==> src/shared/bsi_pkg.sv <==
// Purpose: shared constants and types of the boundary-scan instruction logic
// Assumes: 3-bit instruction register, 132-cell boundary register
// Notes: cell positions and control-cell sharing live here as constant functions

`default_nettype none

package bsi_pkg;

  // ------------------------------------------------------------
  // instruction register
  // ------------------------------------------------------------
  localparam int IR_W = 3;
  localparam logic [2:0] IR_RESET = 3'h7;      // preset pattern, decodes as bypass
  localparam logic [1:0] IR_CAPTURE_LOW = 2'h1; // fixed low bits loaded in capture-IR
  localparam int IR_LOSS_BIT = 2;
  localparam logic [2:0] INSTR_EXTERNAL = 3'h0;
  localparam logic [2:0] INSTR_SAMPLE = 3'h1;
  localparam logic [2:0] INSTR_OUTPUTS_OFF = 3'h4;
  localparam logic [2:0] INSTR_BYPASS_ALT = 3'h5;
  localparam int IR_MID_BIT = 1;               // X1X decodes as bypass

  // ------------------------------------------------------------
  // boundary register layout
  // ------------------------------------------------------------
  localparam int BSR_LEN = 132;
  localparam logic [7:0] CTL_NONE = 8'hFF;     // input pin or control cell itself
  localparam logic [7:0] CTL_ALWAYS = 8'hFE;   // two-state output, no control cell
  localparam logic [7:0] ADDR_BUS_DIR_CTL = 8'h53;
  localparam logic [7:0] BUS_ERR_DIR_CTL = 8'h54;
  localparam logic [7:0] DATA_BUS_DIR_CTL = 8'h55;

  // tap controller states
  typedef enum logic [3:0] {
    TAP_RESET, TAP_IDLE, TAP_SEL_DR, TAP_CAP_DR, TAP_SH_DR, TAP_EX1_DR, TAP_PAUSE_DR,
    TAP_EX2_DR, TAP_UPD_DR, TAP_SEL_IR, TAP_CAP_IR, TAP_SH_IR, TAP_EX1_IR,
    TAP_PAUSE_IR, TAP_EX2_IR, TAP_UPD_IR
  } bsi_tap_t;

  // the three test pins travel together through the synchroniser
  typedef struct packed {
    logic tck;
    logic tms;
    logic tdi;
  } bsi_pins_t;

  // control cell that sets direction or drive for a given cell position
  function automatic logic [7:0] bsi_ctl_of(input int b);
    if (b <= 26 || b == 102 || (b >= 105 && b <= 110)) begin
      return ADDR_BUS_DIR_CTL;
    end
    if (b >= 67 && b <= 82) begin
      return DATA_BUS_DIR_CTL;
    end
    if (b == 103 || b == 104 || b == 114) begin
      return BUS_ERR_DIR_CTL;
    end
    if (b == 28 || b == 121 || b == 124 || b == 129 || (b >= 51 && b <= 65 && b % 2 == 1)
        || (b >= 86 && b <= 100 && b % 2 == 0)) begin
      return 8'(b + 1);
    end
    if (b inside {32, 33, 35, 36, 38, 39, 44, 45, 48, 49, 112, 115, 117, 119, 123, 127}) begin
      return CTL_ALWAYS;
    end
    return CTL_NONE;
  endfunction : bsi_ctl_of

  // active-high control cells; every other control cell is active low
  function automatic logic bsi_ctl_high(input logic [7:0] c);
    return (c == ADDR_BUS_DIR_CTL) || (c == DATA_BUS_DIR_CTL);
  endfunction : bsi_ctl_high

endpackage : bsi_pkg

`default_nettype wire

==> src/design/bsi_chain.sv <==
// Purpose: boundary register, shift stage plus update latch per cell
// Assumes: enables are single-cycle strobes derived from test clock edges
// Notes: cell 0 sits next to TDO; TDI enters at the top cell

`default_nettype none
`timescale 1ns/1ps

module bsi_chain #(
  parameter int N = bsi_pkg::BSR_LEN
) (
  input wire logic sys_clk_i,
  input wire logic rst_i,
  input wire logic cap_en_i,
  input wire logic shift_en_i,
  input wire logic upd_en_i,
  input wire logic tdi_i,
  input wire logic [N-1:0] cap_i,
  output logic [N-1:0] sh_o,
  output logic [N-1:0] upd_o
);
  import bsi_pkg::*;

  logic [N-1:0] next_sh;

  // ------------------------------------------------------------
  // per-cell next value: capture, shift or hold
  // ------------------------------------------------------------
  genvar g;
  generate
    for (g = 0; g < N; g++) begin : g_cell
      if (g == N - 1) begin : g_top
        assign next_sh[g] = cap_en_i ? cap_i[g] : (shift_en_i ? tdi_i : sh_o[g]);
      end else begin : g_mid
        assign next_sh[g] = cap_en_i ? cap_i[g] : (shift_en_i ? sh_o[g+1] : sh_o[g]);
      end
    end
  endgenerate

  // shift stage; update latch keeps pins steady while shifting
  always_ff @(posedge sys_clk_i) begin
    if (rst_i) begin
      sh_o <= '0;
      upd_o <= '0;
    end else begin
      sh_o <= next_sh;
      if (upd_en_i) begin
        upd_o <= sh_o;
      end
    end
  end

endmodule : bsi_chain

`default_nettype wire

==> src/design/bsi_top.sv <==
// Purpose: tap controller, instruction register, decode, bypass and pin muxing
// Assumes: test pins are asynchronous and oversampled by sys_clk_i (>= 4x tck)
// Notes: tdo changes on the falling test clock edge, as a test controller expects

`default_nettype none
`timescale 1ns/1ps

// Function
// - three-bit instruction register, shift plus latches
// - latches load only in update-IR
// - test-logic-reset presets latches to all ones
// - four instructions; 000 is external test
// - capture-IR loads loss flag and 01
// - capture-IR leaves latches untouched
// - crystal mode: flag high without clock
// - external clock mode: flag always zero
// - external test selects 132-bit register
// - external test holds core in reset
// - external test drives, captures, steers pins
// - only mandatory three plus outputs-off
// - active-high control enables on one
// - active-low control enables on zero
// - many data cells share one control
// - 001 sample, X1X/101 bypass, 100 off
// - bypass captures zero in capture-DR
// - outputs-off disables all drivers, selects bypass
// - sample snapshots pins, normal operation continues
module bsi_top (
  input wire logic sys_clk_i,
  input wire logic rst_i,
  input wire logic tck_i,
  input wire logic tms_i,
  input wire logic tdi_i,
  input wire logic xtal_mode_i,
  input wire logic clk_detect_i,
  input wire logic [bsi_pkg::BSR_LEN-1:0] core_out_i,
  input wire logic [bsi_pkg::BSR_LEN-1:0] core_oe_i,
  input wire logic [bsi_pkg::BSR_LEN-1:0] pin_in_i,
  output logic tdo_o,
  output logic tdo_oe_o,
  output logic sys_reset_o,
  output logic [bsi_pkg::BSR_LEN-1:0] pin_o,
  output logic [bsi_pkg::BSR_LEN-1:0] pin_oe_o
);
  import bsi_pkg::*;

  // ------------------------------------------------------------
  // pin synchronisers
  // ------------------------------------------------------------
  bsi_pins_t sy1, sy2;
  logic tck_d;
  logic [BSR_LEN-1:0] pin_s1, pin_s2;

  // two flops per pin; only the second stage is read
  always_ff @(posedge sys_clk_i) begin
    if (rst_i) begin
      sy1 <= '0;
      sy2 <= '0;
      tck_d <= 1'b0;
      pin_s1 <= '0;
      pin_s2 <= '0;
    end else begin
      sy1 <= '{tck: tck_i, tms: tms_i, tdi: tdi_i};
      sy2 <= sy1;
      tck_d <= sy2.tck;
      pin_s1 <= pin_in_i;
      pin_s2 <= pin_s1;
    end
  end

  wire tck_rise = sy2.tck & ~tck_d;
  wire tck_fall = ~sy2.tck & tck_d;

  // ------------------------------------------------------------
  // tap controller
  // ------------------------------------------------------------
  bsi_tap_t st, next_st;

  always_comb begin
    next_st = st;
    case (st)
      TAP_RESET: next_st = sy2.tms ? TAP_RESET : TAP_IDLE;
      TAP_IDLE: next_st = sy2.tms ? TAP_SEL_DR : TAP_IDLE;
      TAP_SEL_DR: next_st = sy2.tms ? TAP_SEL_IR : TAP_CAP_DR;
      TAP_CAP_DR: next_st = sy2.tms ? TAP_EX1_DR : TAP_SH_DR;
      TAP_SH_DR: next_st = sy2.tms ? TAP_EX1_DR : TAP_SH_DR;
      TAP_EX1_DR: next_st = sy2.tms ? TAP_UPD_DR : TAP_PAUSE_DR;
      TAP_PAUSE_DR: next_st = sy2.tms ? TAP_EX2_DR : TAP_PAUSE_DR;
      TAP_EX2_DR: next_st = sy2.tms ? TAP_UPD_DR : TAP_SH_DR;
      TAP_UPD_DR: next_st = sy2.tms ? TAP_SEL_DR : TAP_IDLE;
      TAP_SEL_IR: next_st = sy2.tms ? TAP_RESET : TAP_CAP_IR;
      TAP_CAP_IR: next_st = sy2.tms ? TAP_EX1_IR : TAP_SH_IR;
      TAP_SH_IR: next_st = sy2.tms ? TAP_EX1_IR : TAP_SH_IR;
      TAP_EX1_IR: next_st = sy2.tms ? TAP_UPD_IR : TAP_PAUSE_IR;
      TAP_PAUSE_IR: next_st = sy2.tms ? TAP_EX2_IR : TAP_PAUSE_IR;
      TAP_EX2_IR: next_st = sy2.tms ? TAP_UPD_IR : TAP_SH_IR;
      TAP_UPD_IR: next_st = sy2.tms ? TAP_SEL_DR : TAP_IDLE;
      default: next_st = TAP_RESET;
    endcase
  end

  // state moves on the rising test clock edge only
  always_ff @(posedge sys_clk_i) begin
    if (rst_i) begin
      st <= TAP_RESET;
    end else if (tck_rise) begin
      st <= next_st;
    end
  end

  // ------------------------------------------------------------
  // crystal-loss status and instruction register
  // ------------------------------------------------------------
  logic crystal_loss_flag;
  logic [IR_W-1:0] ir_sh, ir;

  // external clock mode never reports a loss
  always_ff @(posedge sys_clk_i) begin
    if (rst_i) begin
      crystal_loss_flag <= 1'b0;
    end else begin
      crystal_loss_flag <= xtal_mode_i & ~clk_detect_i;
    end
  end

  // shift stage captures on rise, latches load on fall in update-IR
  always_ff @(posedge sys_clk_i) begin
    if (rst_i) begin
      ir_sh <= IR_RESET;
      ir <= IR_RESET;
    end else begin
      if (tck_rise && st == TAP_CAP_IR) begin
        ir_sh <= {crystal_loss_flag, IR_CAPTURE_LOW};
      end else if (tck_rise && st == TAP_SH_IR) begin
        ir_sh <= {sy2.tdi, ir_sh[IR_W-1:1]};
      end
      if (st == TAP_RESET) begin
        ir <= IR_RESET;
      end else if (tck_fall && st == TAP_UPD_IR) begin
        ir <= ir_sh;
      end
    end
  end

  // ------------------------------------------------------------
  // instruction decode; unlisted optional codes fall to bypass
  // ------------------------------------------------------------
  wire is_external = (ir == INSTR_EXTERNAL);
  wire is_sample = (ir == INSTR_SAMPLE);
  wire is_off = (ir == INSTR_OUTPUTS_OFF);
  wire is_bypass = ir[IR_MID_BIT] | (ir == INSTR_BYPASS_ALT);
  wire bsr_sel = is_external | is_sample;

  // ------------------------------------------------------------
  // boundary register and bypass stage
  // ------------------------------------------------------------
  logic [BSR_LEN-1:0] bsr_sh, bsr_upd;
  logic bypass_q;
  wire dr_cap = tck_rise && st == TAP_CAP_DR;
  wire dr_shift = tck_rise && st == TAP_SH_DR;

  bsi_chain #(.N(BSR_LEN)) u_chain (
    .sys_clk_i(sys_clk_i),
    .rst_i(rst_i),
    .cap_en_i(dr_cap & bsr_sel),
    .shift_en_i(dr_shift & bsr_sel),
    .upd_en_i(tck_fall && st == TAP_UPD_DR && bsr_sel),
    .tdi_i(sy2.tdi),
    .cap_i(pin_s2),
    .sh_o(bsr_sh),
    .upd_o(bsr_upd)
  );

  // bypass shows zero first after capture
  always_ff @(posedge sys_clk_i) begin
    if (rst_i) begin
      bypass_q <= 1'b0;
    end else if (dr_cap && !bsr_sel) begin
      bypass_q <= 1'b0;
    end else if (dr_shift && !bsr_sel) begin
      bypass_q <= sy2.tdi;
    end
  end

  // ------------------------------------------------------------
  // pin drive under test; one control cell steers a whole group
  // ------------------------------------------------------------
  logic [BSR_LEN-1:0] ext_oe, next_pin, next_oe;

  genvar g;
  generate
    for (g = 0; g < BSR_LEN; g++) begin : g_pin
      localparam logic [7:0] C = bsi_ctl_of(g);
      if (C == CTL_NONE) begin : g_in
        assign ext_oe[g] = 1'b0;
      end else if (C == CTL_ALWAYS) begin : g_out
        assign ext_oe[g] = 1'b1;
      end else if (bsi_ctl_high(C)) begin : g_hi
        assign ext_oe[g] = bsr_upd[C];
      end else begin : g_lo
        assign ext_oe[g] = ~bsr_upd[C];
      end
    end
  endgenerate

  // sample keeps the core in charge of the pins
  assign next_pin = is_external ? bsr_upd : core_out_i;
  assign next_oe = is_off ? '0 : (is_external ? ext_oe : core_oe_i);

  // tdo source muxing; a register keeps the pin glitch free
  wire tdo_src = (st == TAP_SH_IR) ? ir_sh[0] : (bsr_sel ? bsr_sh[0] : bypass_q);
  wire shifting = (st == TAP_SH_IR) || (st == TAP_SH_DR);

  always_ff @(posedge sys_clk_i) begin
    if (rst_i) begin
      tdo_o <= 1'b0;
      tdo_oe_o <= 1'b0;
      sys_reset_o <= 1'b0;
      pin_o <= '0;
      pin_oe_o <= '0;
    end else begin
      if (tck_fall) begin
        tdo_o <= tdo_src;
        tdo_oe_o <= shifting;
      end
      sys_reset_o <= is_external;
      pin_o <= next_pin;
      pin_oe_o <= next_oe;
    end
  end
endmodule : bsi_top

`default_nettype wire

==> config.mk <==
export PLATFORM = sky130hd
export DESIGN_NAME = bsi_top
export DESIGN_NICKNAME = d
export VERILOG_FILES = /design/src/shared/bsi_pkg.sv /design/src/design/bsi_chain.sv /design/src/design/bsi_top.sv
export SDC_FILE = /design/constraint.sdc
export NUM_CORES = 1
export LEC_CHECK = 0
export ABC_AREA = 1
export BUFFER_PORTS_ARGS = -buffer_cell sky130_fd_sc_hd__buf_4
export CAP_MARGIN = 10
export CORE_ASPECT_RATIO = 1.1
export CORE_UTILIZATION = 40
export DETAILED_ROUTE_END_ITERATION = 6
export GPL_TIMING_DRIVEN = 0
export HOLD_SLACK_MARGIN = 0.06
export PLACE_DENSITY_LB_ADDON = 0.05
export SETUP_SLACK_MARGIN = 0.4
export SYNTH_ARGS = -nofsm -noshare
export SYNTH_HDL_FRONTEND = slang
export SYNTH_SLANG_ARGS = --single-unit
==> constraint.sdc <==
create_clock -name sys_clk_i -period 2 [get_ports sys_clk_i]
set_clock_uncertainty 0.2 [all_clocks]
set_input_delay 0.2 -clock sys_clk_i [delete_from_list [all_inputs] [get_ports sys_clk_i]]
set_output_delay 0.2 -clock sys_clk_i [all_outputs]
set_load 0.005 [all_outputs]
==> results.toml <==
[final_layout]
area_growth_pct = 63.3
num-fill-cells = 5754
nets = 5236
drive_gt1_share_pct = 28.3

[cts]
clk_latency_ns = 0.63
cts_made_buffers = 84
cts_tree = "yes"
clk_pin_slew_ns = 0.06
clockRootBuffer = "clkbuf_16"
cts-htree-levels = 3
cts_buffer_depth = 3
numClockSinks = 814

[synthesis]
synth_common_cells = "814 x dfxtp_1, 734 x nand2_1, 613 x inv_1"
synth-xor-area-share_pct = 0
synth-simple-area-share_pct = 20.3
synthDistinctLibCells = 21
synth_fa_ha_area_share_pct = 0
ys.flop_type = "dfxtp_1"
syn-cell-area_um2 = 27800
synth-compound-area-share_pct = 9.35
synth_top_family_by_area = "simple AND/OR/NAND/NOR gates"
synth_top_cell_by_area = "dfxtp_1"
syn_nets = 3982
synthTopCellsByArea = "dfxtp_1 59%, nand2_1 9.9%, inv_1 8.3%"
synth_seq_cells = 814
synthDominantCellAreaShare_pct = 58.6
synth_most_common_cell = "dfxtp_1"
synth_edf_count = 0
ys_seq_area_share_pct = 58.6
synth_cells = 3579
yosys_warnings = 0
synthMuxAreaShare_pct = 0
avgSynthCellArea_um2 = 7.77
async_flop_share_pct = 0

[placement]
dp_hpwl_um = 66200
gp_congestion = 0.925
pre_cts_slack_ns = -0.979
port_buffers = 668

[outcome]
status = "complete, but fails checks"
violations = "negative setup slack"

[critical_path]
cp.required_ns = 2.28
critPathArrivalTime_ns = 2.28
critPathLaunchType = "flip-flop"
critPathCaptureType = "flip-flop"
path_class = "reg2reg"
cp_max_fo = 9

[routing]
m1WireLength_um = 42800
finalWirelength_um = 101000
viasPerCell = 4.60
ant_nets = 0
top_layer_used = "met5"
wl_met2_um = 49000
drtIter0Drc = 1494
drc = 0
met3_length_um = 5730
drt_pass1_iterations = 6
vias = 26800
post_drt_wl_per_cell_um = 17.3

[pwr]
p_per_area_nw_per_um2 = 792
ir_drop_v = 0.000692
power_uw = 36000
p_leak_uw = 0.0220

[grt]
grt_first_pass_wirelength_um = 149000
grt_max_degree = 15
overflow = 0
grt_pass1_vias = 26300
grt.total_usage_pct = 27.4
antenna_found_initial = 6

[timing]
layout_setup_ws_ns = -0.00117
relSlewSlack_pct = 20.5
drv_slew = 0
setup_viol = 1
period_needed_ns = 2.00
clock.fmax_mhz = 500
worst_pin_slew_ns = 1.19
hold_viol = 0
rsz0062_at_grt = "true"
tns_ns = -0.00117
fin_crit_sh_pct = 100

[floorplanning]
die-area_um2 = 70600
rows = 101
die_h_um = 279
start_util_pct = 40.4
core_area_um2 = 68900
die_w_um = 253
io_pins = 670

[job]
cap_violations = 0

[worst_hold_path]
holdCritPathClass = "in2reg"
==> state kept, by name, indices dropped and copies added (netlist names), 4 cells and up <==
| name | flops |
|---|---|
| pin_o | 132 |
| pin_oe_o | 132 |
| pin_s1 | 132 |
| pin_s2 | 132 |
| u_chain.sh_o | 132 |
| u_chain.upd_o | 132 |
| st | 4 |
==> repair_timing <==
item	4_1_cts	5_1_grt
endpoints found under the hold margin	401	0
buffers inserted	43	12
gates cloned	31	12
resized for setup	536	250
hold buffers	401	0
pin swaps	62	43
endpoints found under the setup margin	735	666
==> metal layers <==
metal / GRT usage, % / up-vias
met3: 4.63 / 202
met4: 10.2 / 6
met2: 46.6 / 805
met1: 34.4 / 12400
li1: - / 13400
met5: 0.418 / -
==> worst max-delay path, cell delays in order (launching register included) <==
cell and delay (ns):
dfxtp_2 0.32, buf_6 0.13, inv_6 0.05, nor2_4 0.17, nand3_4 0.12, o21ai_4 0.20, buf_12 0.16, inv_8 0.06
buf_12 0.16, clkbuf_16 0.17, nand2_1 0.05, a21oi_1 0.06
==> cell type report <==
class	count	area, um^2	area share [%]
Sequential cell	814	16300	35.9
Timing Repair Buffer	1168	10700	23.6
Multi-Input combinational cell	1929	9910	21.8
Clock buffer	128	2580	5.68
Inverter	620	2370	5.21
Buffer	216	2080	4.59
Tap cell	927	1160	2.55
Clock inverter	25	287	0.631
Antenna cell	8	20.0	0.0441
==> cells in the final DEF, fill, tap and decap left out, types with 7 or more instances in the layout <==
cell,synthesis,final
clkinv_2,0,14
nor2_1,415,392
clkbuf_16,0,130
buf_2,68,9
nand2_1,734,569
o21ai_0,164,161
inv_1,613,602
a21oi_1,346,291
clkbuf_8,0,40
buf_16,0,10
dlygate4sd3_1,0,401
nand3_4,0,7
nand3_2,2,66
buf_8,0,30
clkbuf_1,127,85
buf_12,0,28
buf_4,11,701
clkbuf_4,0,9
inv_2,5,7
diode_2,0,8
buf_6,0,40
nand2_4,0,78
nand2_2,0,87
buf_1,10,10
a21oi_2,0,51
nand3_1,254,183
dfxtp_1,814,808
clkbuf_2,0,19
nor2_4,0,26
==> through the flow <==
stage / instances / area, um^2 / hold WS [ns] / utilization [%]
6_report: 5835 / 45400 / 0.0423 / 66.0
5_1_grt: 5831 / 45400 / 0.0642 / 66.0
4_1_cts: 5803 / 44300 / 0.0241 / 64.3
3_5_place_dp: 5175 / 34200 / 0.189 / 49.7
3_3_place_gp: 5174 / 34200 / 0.185 / 49.6
2_1_floorplan: 3579 / 28000 / 0.0720 / -
==> final timing paths <==
check              startpoint          endpoint  slack [ns]  cells after the start
setup / recovery        st[2]  u_chain.sh_o[65]      -0.001                     11
setup reg to reg        st[2]  u_chain.sh_o[65]      -0.001                     11
hold / removal          rst_i       sys_reset_o        0.04                      3
hold reg to reg   pin_s1[116]       pin_s2[116]        0.19                      2
==> cells by family (layout without fill, tap and decap cells) <==
logic type	after synthesis	count (layout)
AO/OA/AOI/OAI	516	516
buffers and inverters	836	2157
flip-flops	814	814
other	0	8
AND/OR/NAND/NOR	1413	1413
==> where the power goes <==
group / internal (uW) / switching, uW
clock: 9550 / 6630
sequential: 16800 / 156
combinational: 1660 / 1220
Power figures use the tool's default switching activity.
